[config.mk]
export PLATFORM = sky130hd
export DESIGN_NAME = bldc_regs
export DESIGN_NICKNAME = d
export VERILOG_FILES = /design/src/hdl/bldc_pkg.sv /design/src/hdl/bldc_duty_meter.sv /design/src/hdl/bldc_pwm_gen.sv /design/src/hdl/bldc_regs.sv
export SDC_FILE = /design/constraint.sdc
export NUM_CORES = 2
export LEC_CHECK = 0
export BUFFER_PORTS_ARGS = -buffer_cell sky130_fd_sc_hd__buf_2
export CORE_MARGIN = 2
export CORE_UTILIZATION = 55
export CTS_CLUSTER_DIAMETER = 30
export DETAILED_ROUTE_END_ITERATION = 8
export PLACE_DENSITY = 0.71
export SYNTH_ARGS = -nofsm -noshare
export SYNTH_HDL_FRONTEND = slang
export SYNTH_SLANG_ARGS = --single-unit
export TNS_END_PERCENT = 30
[constraint.sdc]
create_clock -name clk -period 208 [get_ports clk]
set_clock_uncertainty 0.1 [all_clocks]
set_input_delay 10.4 -clock clk [delete_from_list [all_inputs] [get_ports clk]]
set_output_delay 10.4 -clock clk [all_outputs]
set_load 0.01 [all_outputs]
[src/hdl/bldc_pkg.sv]
// Purpose: shared constants and types for the backlight dimming register bank
// Assumes: one 40 MHz system clock
// Notes: offsets are register indices on the byte-wide register port
`default_nettype none
package bldc_pkg;
    // ======================================================
    // register offsets
    localparam logic [2:0] ADDR_DIM_MODE = 3'h0;
    localparam logic [2:0] ADDR_SWITCH = 3'h1;
    localparam logic [2:0] ADDR_FULL_SCALE = 3'h2;
    localparam logic [2:0] ADDR_FAULT = 3'h3;
    localparam logic [2:0] ADDR_BRIGHT_HI = 3'h4;
    // reset values
    localparam logic [3:0] RST_STRING_EN = 4'hF;
    localparam logic RST_DIM_SRC = 1'b0;
    localparam logic [1:0] RST_DIM_MODE = 2'h0;
    localparam logic RST_OC_RECOVER = 1'b0;
    localparam logic [2:0] RST_SHORT_CODE = 3'h4;
    localparam logic [3:0] RST_FREQ_CODE = 4'h4;
    localparam logic [7:0] RST_FULL_SCALE = 8'h3B;
    localparam logic [1:0] RST_BRIGHT_LO = 2'h3;
    localparam logic [7:0] RST_BRIGHT_HI = 8'h7F;
    // field positions
    localparam int POS_STRING_EN = 4;
    localparam int POS_DIM_SRC = 2;
    localparam int POS_OC_RECOVER = 7;
    localparam int POS_SHORT_CODE = 4;
    localparam int POS_FAULT_FLAGS = 2;
    // timing: internal dimming pwm at 23 kHz
    localparam int CLK_HZ = 40000000;
    localparam int DIM_PWM_HZ = 23000;
    localparam int DIM_PERIOD_CYC = CLK_HZ / DIM_PWM_HZ;
    localparam logic [9:0] BRIGHT_FULL = 10'h3FF;
    // mixed-mode thresholds on a 10-bit duty
    localparam logic [9:0] THRESH_25 = 10'h100;
    localparam logic [9:0] THRESH_50 = 10'h200;
    // dimming behaviours
    typedef enum logic [1:0] {
        BLDC_DIM_PWM = 2'h0,
        BLDC_DIM_ANALOG = 2'h1,
        BLDC_DIM_MIX25 = 2'h2,
        BLDC_DIM_MIX50 = 2'h3
    } bldc_mode_t;
    // register-port request
    typedef struct packed {
        logic wr;
        logic rd;
        logic [2:0] addr;
        logic [7:0] wdata;
    } bldc_req_t;
    // protection detector inputs
    typedef struct packed {
        logic diode_open;
        logic overvoltage;
        logic overcurrent;
        logic string_short;
        logic string_open;
        logic overtemp;
    } bldc_det_t;
endpackage
`default_nettype wire

[src/hdl/bldc_duty_meter.sv]
// Purpose: measures the duty of the external pwm input as a 10-bit fraction
// Assumes: pwm input synchronous to clk, period under 2^16 cycles
// Notes: result updates on each rising edge of the input except one seen on the first clock after reset
`default_nettype none
module bldc_duty_meter (
    input wire logic clk,
    input wire logic rst,
    input wire logic pwm_in,
    output logic [9:0] duty
);
    import bldc_pkg::*;
    logic prev_ff;
    logic [15:0] period_ff;
    logic [15:0] high_ff;
    logic [25:0] scaled;
    logic [25:0] divisor;
    // ======================================================
    // edge tracking and counting
    always_ff @(posedge clk or posedge rst) begin
        if (rst) begin
            prev_ff <= 1'b0;
            period_ff <= 16'h0000;
            high_ff <= 16'h0000;
            duty <= 10'h000;
        end else begin
            prev_ff <= pwm_in;
            if (pwm_in && !prev_ff) begin
                if (period_ff != 16'h0000) begin
                    duty <= scaled[9:0];
                end
                period_ff <= 16'h0001;
                high_ff <= 16'h0001;
            end else begin
                if (period_ff != 16'hFFFF) begin
                    period_ff <= period_ff + 16'h0001;
                end
                if (pwm_in && high_ff != 16'hFFFF) begin
                    high_ff <= high_ff + 16'h0001;
                end
            end
        end
    end
    // high time scaled to full brightness, zero period only right after reset
    always_comb begin
        divisor = {10'h000, period_ff};
        if (period_ff == 16'h0000) begin
            divisor = 26'h0000001; // keeps the divide defined on the first clock after reset
        end
        scaled = ({10'h000, high_ff} * 26'(BRIGHT_FULL)) / divisor;
        if (high_ff >= period_ff) begin
            scaled = 26'(BRIGHT_FULL);
        end
    end
endmodule
`default_nettype wire

[src/hdl/bldc_pwm_gen.sv]
// Purpose: fixed-frequency internal dimming pwm
// Assumes: 40 MHz clock
// Notes: duty 3FF gives full on
`default_nettype none
module bldc_pwm_gen (
    input wire logic clk,
    input wire logic rst,
    input wire logic [9:0] duty,
    output logic pwm_out
);
    import bldc_pkg::*;
    logic [10:0] cnt_ff;
    logic [20:0] thresh;
    // ======================================================
    // period counter
    always_ff @(posedge clk or posedge rst) begin
        if (rst) begin
            cnt_ff <= 11'h000;
        end else if (cnt_ff == 11'(DIM_PERIOD_CYC - 1)) begin
            cnt_ff <= 11'h000;
        end else begin
            cnt_ff <= cnt_ff + 11'h001;
        end
    end
    assign thresh = (21'(duty) * 21'(DIM_PERIOD_CYC)) / 21'(BRIGHT_FULL);
    // compare output
    always_ff @(posedge clk or posedge rst) begin
        if (rst) begin
            pwm_out <= 1'b0;
        end else begin
            pwm_out <= (21'(cnt_ff) < thresh);
        end
    end
endmodule
`default_nettype wire

[src/hdl/bldc_regs.sv]
// Purpose: configuration and status register bank of a four-string backlight controller
// Assumes: byte register port from an external serial slave, synchronous to clk
// Notes: analog current, converter and comparators live outside this block
`default_nettype none
// Summary of operation
// - each string enable bit switches its own current source on or off
// - bit 2 picks external pwm pin at 0, internal brightness at 1
// - two-bit dimming behaviour field at bits 1:0, resets to 00
// - mode 00 external: current gate copies input pwm duty
// - mode 00 internal: own pwm with 10-bit brightness duty
// - internal dimming pwm runs at fixed 23 kHz
// - mode 01: current always on, amplitude follows duty
// - mode 10: analog above 25 percent duty, pwm otherwise
// - mode 11: analog above 50 percent duty, pwm otherwise
// - bit 7 selects latch-off at 0, self-recovering at 1
// - three-bit short threshold, 4V plus 1V per step, resets 100b
// - four-bit frequency code, 0 is off, 100kHz per step, resets 0100b
// - eight-bit full scale code, 2 to 100 percent, resets 3Bh
// - diode open bit 7, overvoltage bit 6, overcurrent bit 5, reset 0
// - string short bit 4, string open bit 3, overtemp bit 2, reset 0
// - fault register bits 1:0 hold brightness low bits, reset 11b
// - string enables at bits 7:4, all reset enabled
// - upper eight brightness bits in own register, reset 7Fh
// - open-drain fault output pulled low while any fault present
module bldc_regs (
    input wire logic clk,
    input wire logic rst,
    input wire bldc_pkg::bldc_req_t req,
    input wire bldc_pkg::bldc_det_t det,
    input wire logic pwm_in,
    output logic [7:0] rdata,
    output logic rvalid,
    output logic [3:0] string_enable,
    output logic string_gate,
    output logic [9:0] analog_level,
    output logic overcurrent_recover_sel,
    output logic [2:0] short_threshold_code,
    output logic [3:0] switch_freq_code,
    output logic converter_on,
    output logic [7:0] full_scale_code,
    output logic fault_out_n_o,
    output logic fault_out_n_oe
);
    import bldc_pkg::*;

    // ======================================================
    // register storage
    logic dim_src_ff;
    bldc_mode_t dim_behaviour_sel_ff;
    logic [1:0] brightness_low_bits_ff;
    logic [7:0] brightness_high_bits_ff;
    bldc_det_t flags_ff;
    logic [9:0] brightness;
    logic [9:0] ext_duty;
    logic [9:0] duty;
    logic int_pwm;
    logic pwm_src;
    logic use_analog;
    logic [7:0] nxt_rdata;

    // ======================================================
    // configuration writes
    always_ff @(posedge clk or posedge rst) begin
        if (rst) begin
            string_enable <= RST_STRING_EN;
            dim_src_ff <= RST_DIM_SRC;
            dim_behaviour_sel_ff <= bldc_mode_t'(RST_DIM_MODE);
            overcurrent_recover_sel <= RST_OC_RECOVER;
            short_threshold_code <= RST_SHORT_CODE;
            switch_freq_code <= RST_FREQ_CODE;
            full_scale_code <= RST_FULL_SCALE;
            brightness_low_bits_ff <= RST_BRIGHT_LO;
            brightness_high_bits_ff <= RST_BRIGHT_HI;
        end else if (req.wr) begin
            unique case (req.addr)
                ADDR_DIM_MODE: begin
                    string_enable <= req.wdata[POS_STRING_EN +: 4];
                    dim_src_ff <= req.wdata[POS_DIM_SRC];
                    dim_behaviour_sel_ff <= bldc_mode_t'(req.wdata[1:0]);
                end
                ADDR_SWITCH: begin
                    overcurrent_recover_sel <= req.wdata[POS_OC_RECOVER];
                    short_threshold_code <= req.wdata[POS_SHORT_CODE +: 3];
                    switch_freq_code <= req.wdata[3:0];
                end
                ADDR_FULL_SCALE: begin
                    full_scale_code <= req.wdata;
                end
                ADDR_FAULT: begin
                    brightness_low_bits_ff <= req.wdata[1:0];
                end
                ADDR_BRIGHT_HI: begin
                    brightness_high_bits_ff <= req.wdata;
                end
                default: begin
                end
            endcase
        end
    end

    // fault flags track detectors, host writes have no effect
    always_ff @(posedge clk or posedge rst) begin
        if (rst) begin
            flags_ff <= '0;
        end else begin
            flags_ff <= det;
        end
    end

    // converter running unless frequency code is zero
    always_ff @(posedge clk or posedge rst) begin
        if (rst) begin
            converter_on <= 1'b1;
        end else begin
            converter_on <= (switch_freq_code != 4'h0);
        end
    end

    // open-drain fault pin, enable low while driving low
    always_ff @(posedge clk or posedge rst) begin
        if (rst) begin
            fault_out_n_o <= 1'b0;
            fault_out_n_oe <= 1'b1;
        end else begin
            fault_out_n_o <= 1'b0;
            fault_out_n_oe <= ~(|flags_ff);
        end
    end

    // ======================================================
    // dimming path
    assign brightness = {brightness_high_bits_ff, brightness_low_bits_ff};
    assign duty = dim_src_ff ? brightness : ext_duty;

    bldc_duty_meter u_meter (
        .clk(clk),
        .rst(rst),
        .pwm_in(pwm_in),
        .duty(ext_duty)
    );

    bldc_pwm_gen u_pwm (
        .clk(clk),
        .rst(rst),
        .duty(brightness),
        .pwm_out(int_pwm)
    );

    // pwm source: raw pin or internal generator
    assign pwm_src = dim_src_ff ? int_pwm : pwm_in;

    // analog or pwm selection by behaviour
    always_comb begin
        unique case (dim_behaviour_sel_ff)
            BLDC_DIM_PWM: use_analog = 1'b0;
            BLDC_DIM_ANALOG: use_analog = 1'b1;
            BLDC_DIM_MIX25: use_analog = (duty > THRESH_25);
            BLDC_DIM_MIX50: use_analog = (duty > THRESH_50);
        endcase
    end

    // current gate and amplitude
    always_ff @(posedge clk or posedge rst) begin
        if (rst) begin
            string_gate <= 1'b0;
            analog_level <= 10'h000;
        end else if (use_analog) begin
            string_gate <= 1'b1;
            analog_level <= duty;
        end else begin
            string_gate <= pwm_src;
            analog_level <= BRIGHT_FULL;
        end
    end

    // ======================================================
    // read path
    always_comb begin
        nxt_rdata = 8'h00;
        unique case (req.addr)
            ADDR_DIM_MODE: nxt_rdata = {string_enable, 1'b0, dim_src_ff,
                dim_behaviour_sel_ff};
            ADDR_SWITCH: nxt_rdata = {overcurrent_recover_sel, short_threshold_code,
                switch_freq_code};
            ADDR_FULL_SCALE: nxt_rdata = full_scale_code;
            ADDR_FAULT: nxt_rdata = {flags_ff, brightness_low_bits_ff};
            ADDR_BRIGHT_HI: nxt_rdata = brightness_high_bits_ff;
            default: nxt_rdata = 8'h00;
        endcase
    end

    // registered read answer
    always_ff @(posedge clk or posedge rst) begin
        if (rst) begin
            rdata <= 8'h00;
            rvalid <= 1'b0;
        end else begin
            rvalid <= req.rd;
            if (req.rd) begin
                rdata <= nxt_rdata;
            end
        end
    end
endmodule
`default_nettype wire
Word-level counts from Yosys, hierarchy flattened. Cells that the tools add are included.

Add/sub/neg operators: 3. Mux-type cells: 13. Divide/modulo/power cells: 2. Order comparisons: 4. Eq/ne operators: 10. Multiply operators: 2. Bitwise logic cells: 1. Reductions and logical operators: 17.

Operator list (count): 2-to-1 mux 16 bit (5); case mux 8 bit (5 select lines) (1); adder 16 x 1 -> 16 bit (second input constant) (2); inequality test 16 bit (second input constant) (2); 2-to-1 mux 10 bit (3); divider 26 x 26 -> 26 bit (1); multiplier 16 x 10 -> 26 bit (second input constant) (1); divider 21 x 10 -> 21 bit (second input constant) (1); < comparator 11 x 21 -> 1 bit (1); multiplier 10 x 11 -> 21 bit (second input constant) (1); >= comparator 16 bit (1); zero test 16 bit (1); nonzero test 16 bit (1); AND reduction 2 bit (6); adder 11 x 1 -> 11 bit (second input constant) (1); equality test 11 bit (second input constant) (1); 2-to-1 mux 11 bit (1); > comparator 10 bit (second input constant) (1); > comparator 10 x 9 -> 1 bit (second input constant) (1); equality test 3 x 2 -> 1 bit (second input constant) (2); OR reduction 6 bit (1); equality test 2 bit (second input constant) (2); case mux 1 bit (4 select lines) (1); nonzero test 2 bit (2); other kinds (10) (12).

Logic and storage cells: 79. Input port bits: 22. Register bits: 116. Output and inout bits: 43.

Logic depth before layout (Yosys ltp).
Word-level depth: 4. Gate-level depth with buffers: 420. Gate-level depth less buffers: 391.

Hierarchy. Synthesis repeated with hierarchy kept, for this count alone.

Cell total of the unflattened synthesis: 4057. Area, all modules: 32092.0 um^2.

By module, submodules not included: bldc_duty_meter (area an instance 22138.7 um^2, instances 1, cells each 2908); bldc_pwm_gen (area an instance 7245.7 um^2, instances 1, cells each 946); bldc_regs (area an instance 2707.6 um^2, instances 1, cells each 203).

Worst setup path after synthesis. OpenSTA, ideal clock, no wires.

Path kind: reg-to-reg. Start point: reg u_meter.high_ff[2]. End point: reg u_meter.duty[0]. Library setup time: 0.126 ns. Stages on the path, launching flop included: 409. Data required time: 207.774 ns. Buffers on the path: 31. Slack: 129.536 ns. Arrival time: 78.238 ns. Cells stage by stage: dfrtp_1 > inv_1 > fa_1 > inv_1 > ha_1 > ha_1 > inv_1 > fa_1 > fa_1 > inv_1 > ha_1 > inv_1 > o21ai_0 > a21oi_1 > o21ai_0 > a21oi_1 > o21ai_0 > a2111o_1 > (+373 left out) > nor2_1 > a21oi_1 > ha_1 > nor2b_1 > o21ai_0 > nand2b_1 > a21oi_1 > nor2b_1 > o21ai_0 > nand2b_1 > a21oi_1 > nor2_1 > a211oi_1 > o21ai_0 > a21o_1 > a2111oi_0 > nand4_1 > o32a_1.

Cells in the longest elaborated chain, start to end: 3. Elaborated cells between the ends (all ways): 4. Classes of those cells: 1 x mul; 1 x div; 1 x order compare; 1 x mux.

RTL lines: start, declared (RTL line bldc_duty_meter.sv:14) `logic [15:0] high_ff;`; start signal, assigned (RTL line bldc_duty_meter.sv:38) `high_ff <= high_ff + 16'h0001;`; multiplier 16 x 10 -> 26 bit (RTL line bldc_duty_meter.sv:49) `scaled = ({10'h000, high_ff} * 26'(BRIGHT_FULL)) / divisor;`; divider 26 x 26 -> 26 bit (RTL line bldc_duty_meter.sv:49); 2-to-1 mux 10 bit (*) (RTL line bldc_duty_meter.sv:50) `if (high_ff >= period_ff) begin`; end signal, assigned (RTL line bldc_duty_meter.sv:29) `duty <= scaled[9:0];`; end, declared (RTL line bldc_duty_meter.sv:9) `output logic [9:0] duty`.

Every way passes the cells marked *; elsewhere a longest branch is shown, timed or not. A chain may end at the register's enable or synchronous reset.

Worst setup path in the final report.
Start point: reg u_meter.high_ff[4]. End point: reg u_meter.duty[0].

Same word-level chain as after synthesis.

==> implementation parameters <==
Parameter                              Value

Place
  Final GP Congestion ... 0.981
  # port buffers ... 63
  HPWL after detailed placement ... 67.9 mm

Routing
  Highest Signal Layer ... met5
  Wire length on met3 ... 6.08 mm
  Total wirelength of the detailed-routed design ... 84.7 mm
  Residual DRC count ... 0
  Number of vias per cell after detailed routing ... 6.31
  Remaining number of nets flagged by the antenna check after routing ... 0
  Post-Route M1 WL ... 39.2 mm
  WL/cell ... 18.6 um
  Routed met2 length ... 37.1 mm
  Initial DRC count ... 2210
  Drt pass-1 iters ... 6
  Via count of the routed design ... 28700

CTS
  Worst-path clk slew ... 0.06 ns
  CTS Buffer Depth ... 2
  # clock sinks ... 116
  CTS root buffer ... sky130_fd_sc_hd__clkbuf_16
  Number of H-tree branching levels ... 4
  Skew-Pair Late Insertion Delay ... 0.43 ns
  Hold Buf Count CTS ... 0
  Total CTS buffers ... 17
  Setup Buffers After CTS ... 0
  Number of gates resized after cts ... 0
  Clock tree from TritonCTS ... yes

Yosys
  Share of the synthesized area in the top cell type ... 19.5%
  Post-synthesis area per instance ... 7.80 um^2
  Seq/Total Area, Yosys ... 9.79%
  Synthesized instance count ... 3839
  Ys Warns ... 0
  Cell types occupying the most area after synthesis ... sky130_fd_sc_hd__ha_1, sky130_fd_sc_hd__dfrtp_1, sky130_fd_sc_hd__fa_1
  Netlist cell types ... 125
  Synth Register Bits ... 116
  Number of synthesized flops with an enable pin ... 0
  Net Count, Synth ... 4440
  Total standard cell area after synthesis ... 0.0299 mm^2
  Most common flop cell mapped by yosys ... sky130_fd_sc_hd__dfrtp_1
  Yosys top cell by area ... sky130_fd_sc_hd__ha_1
  FFs w/ async S/R, synth ... 100%

Timing
  Tmin final ... 84.46 ns
  Final Max Tran Viols ... 0
  Highest Clock Rate ... 11.8 MHz
  Hold violation total from the final report ... 0
  Unrepaired setup endpoints after global routing ... false
  Worst Max-Slew Pin Slew ... 1.12 ns
  Sum of negative setup slack ... 0 ns
  Headroom to the max-slew limit ... 24.3%
  Final worst path period share ... 40.6%
  Final setup fails ... 0

Setup path
  Top cell family by delay on the critical path ... compound AO/OA/AOI/OAI gates
  Required time of the critical path ... 208.21 ns
  Path type of the worst setup path ... reg2reg
  Crit. path cell count ... 383
  Critical Path AT ... 84.67 ns
  Dominant cell type by count on the critical path ... sky130_fd_sc_hd__o21a_1
  Register-to-Register Setup Slack ... 123.54 ns
  Count of buffering cells on the critical path with inverters included ... 17
  Sort of element at the start of the critical path ... flip-flop
  Max incr delay on CP ... 0.88 ns
  Worst setup EP type ... flip-flop
  Count of cells along the worst register-to-register path ... 383
  Maximum fanout along the worst path ... 33
  Slowest cell on the critical path ... sky130_fd_sc_hd__or4b_1

Hold path
  Worst min path class ... reg2reg
  Worst hold path cell count ... 1

Floorplan
  Area inside the core boundary ... 0.0538 mm^2
  Initial Utilization ... 55.6%
  Die Wd ... 237 um
  Die outline height ... 237 um
  # IOs ... 65
  Die Outline Area ... 0.0563 mm^2
  Placement Rows ... 85

Global route
  Via count of the first global-routing pass ... 26900
  Overflow left after global routing ... 0
  Pin count of the biggest net entering global routing ... 72
  Initial antenna violation count ... 2
  First-pass GRT wire length ... 137 mm
  Overall global routing resource usage ... 29.5%

Outcome
  Run status ... complete, no violations

Cells and area
  Highest-count cells in the layout ignoring fill and taps ... sky130_fd_sc_hd__ha_1, sky130_fd_sc_hd__nor2_1, sky130_fd_sc_hd__nand2_1, sky130_fd_sc_hd__inv_1, sky130_fd_sc_hd__nor3_1
  Area added between synthesis and finish ... 5.02%
  Most common library cell in the layout ignoring fill and taps ... sky130_fd_sc_hd__ha_1
  Final-stage net count ... 4444
  Share of post-route cells with drive strength above 1 ... 9.10%

Job
  Max-capacitance violation count ... 0
-- worst register-to-register path: cells and delay by family, from the launching register on --
kind	cells	cell delay, ns
and+or+nand+nor	69	13.99
DFF	1	0.55
muxes	3	0.84
AOI/OAI and AO/OA	261	55.19
xor gates and xnor gates	1	0.14
adders and majority gates	32	10.18
buffers and inverters	17	3.42
-- area by class of cell --
| cell class | instances | area [um^2] |
|---|---|---|
| clock buffer | 18 | 439 |
| fill | 5055 | 22400 |
| tap | 696 | 871 |
| timing repair buffer | 92 | 533 |
| sequential | 116 | 2930 |
| inverter | 276 | 1040 |
| antenna | 1 | 2.50 |
| multi-input combinational | 3340 | 25500 |
| clock inverter | 14 | 126 |
-- final timing paths --
check	from	to
min in group asynchronous	rst	analog_level[4]
min	flags_ff[3]	fault_out_n_oe
min reg2reg	flags_ff[3]	fault_out_n_oe
max	u_meter.high_ff[4]	u_meter.duty[0]
max reg2reg	u_meter.high_ff[4]	u_meter.duty[0]
max in group asynchronous	rst	u_pwm.cnt_ff[7]
-- cell usage after synthesis, drive strengths merged, types with 14 or more instances --
cell,instances
and3,27
dfstp,22
or3,52
a31oi,43
a211o,16
mux2i,36
mux2,102
dfrtp,94
inv,276
nor2b,38
a21oi,205
nand2b,43
nand3,94
fa,112
o21a,206
and2,40
a22oi,18
xnor2,118
clkbuf,69
nor2,355
o211ai,23
a21boi,27
xor2,48
a311oi,17
ha,467
o31ai,76
nand2,312
nor3,218
buf,38
nand4,42
o2111ai,14
or2,28
nor4,27
a211oi,34
o21ai,189
a21o,82
-- metrics by stage --
stage               instance area [um^2]  hold slack [ns]  worst slack (ns)  utilization, %  cells
floorplan                          29900            0.266            129.54               -   3839
global placement                   30900            0.313            127.13            57.4   4520
detailed placement                 30900            0.318            124.84            57.4   4520
CTS                                31400            0.327            124.46            58.4   4552
global route                       31400            0.327            115.49            58.4   4552
finish                             31400            0.329            123.54            58.4   4553
-- registers in the layout, indices dropped and copies added, names as in the netlist, 8 cells and up --
register,count
analog_level,10
rdata,8
full_scale_code,8
u_meter.duty,10
u_meter.period_ff,16
u_pwm.cnt_ff,11
u_meter.high_ff,16
brightness_high_bits_ff,8
-- routing by layer --
layer	vias up	global-route usage (%)
met5	-	0
met4	4	7.89
met3	137	4.58
li1	14200	-
met2	893	47.4
met1	13500	41.2
-- cells by family (layout without fill, tap and decap cells) --
logic type | count (synthesis) | after routing | share of synthesized area, %
and+or+nand+nor | 1349 | 1349 | 22.1
AOI/OAI and AO/OA | 1103 | 1103 | 25.7
adders and majority gates | 581 | 581 | 27.1
buffers and inverters | 383 | 400 | 5.09
xor gates and xnor gates | 167 | 167 | 5.02
muxes | 139 | 139 | 5.13
DFF | 116 | 116 | 9.79
other | 1 | 2 | 0.0125
Power is left out: the tool's default activity adds up to more than one toggle a clock period on the data nets, which glitch-free logic cannot reach.
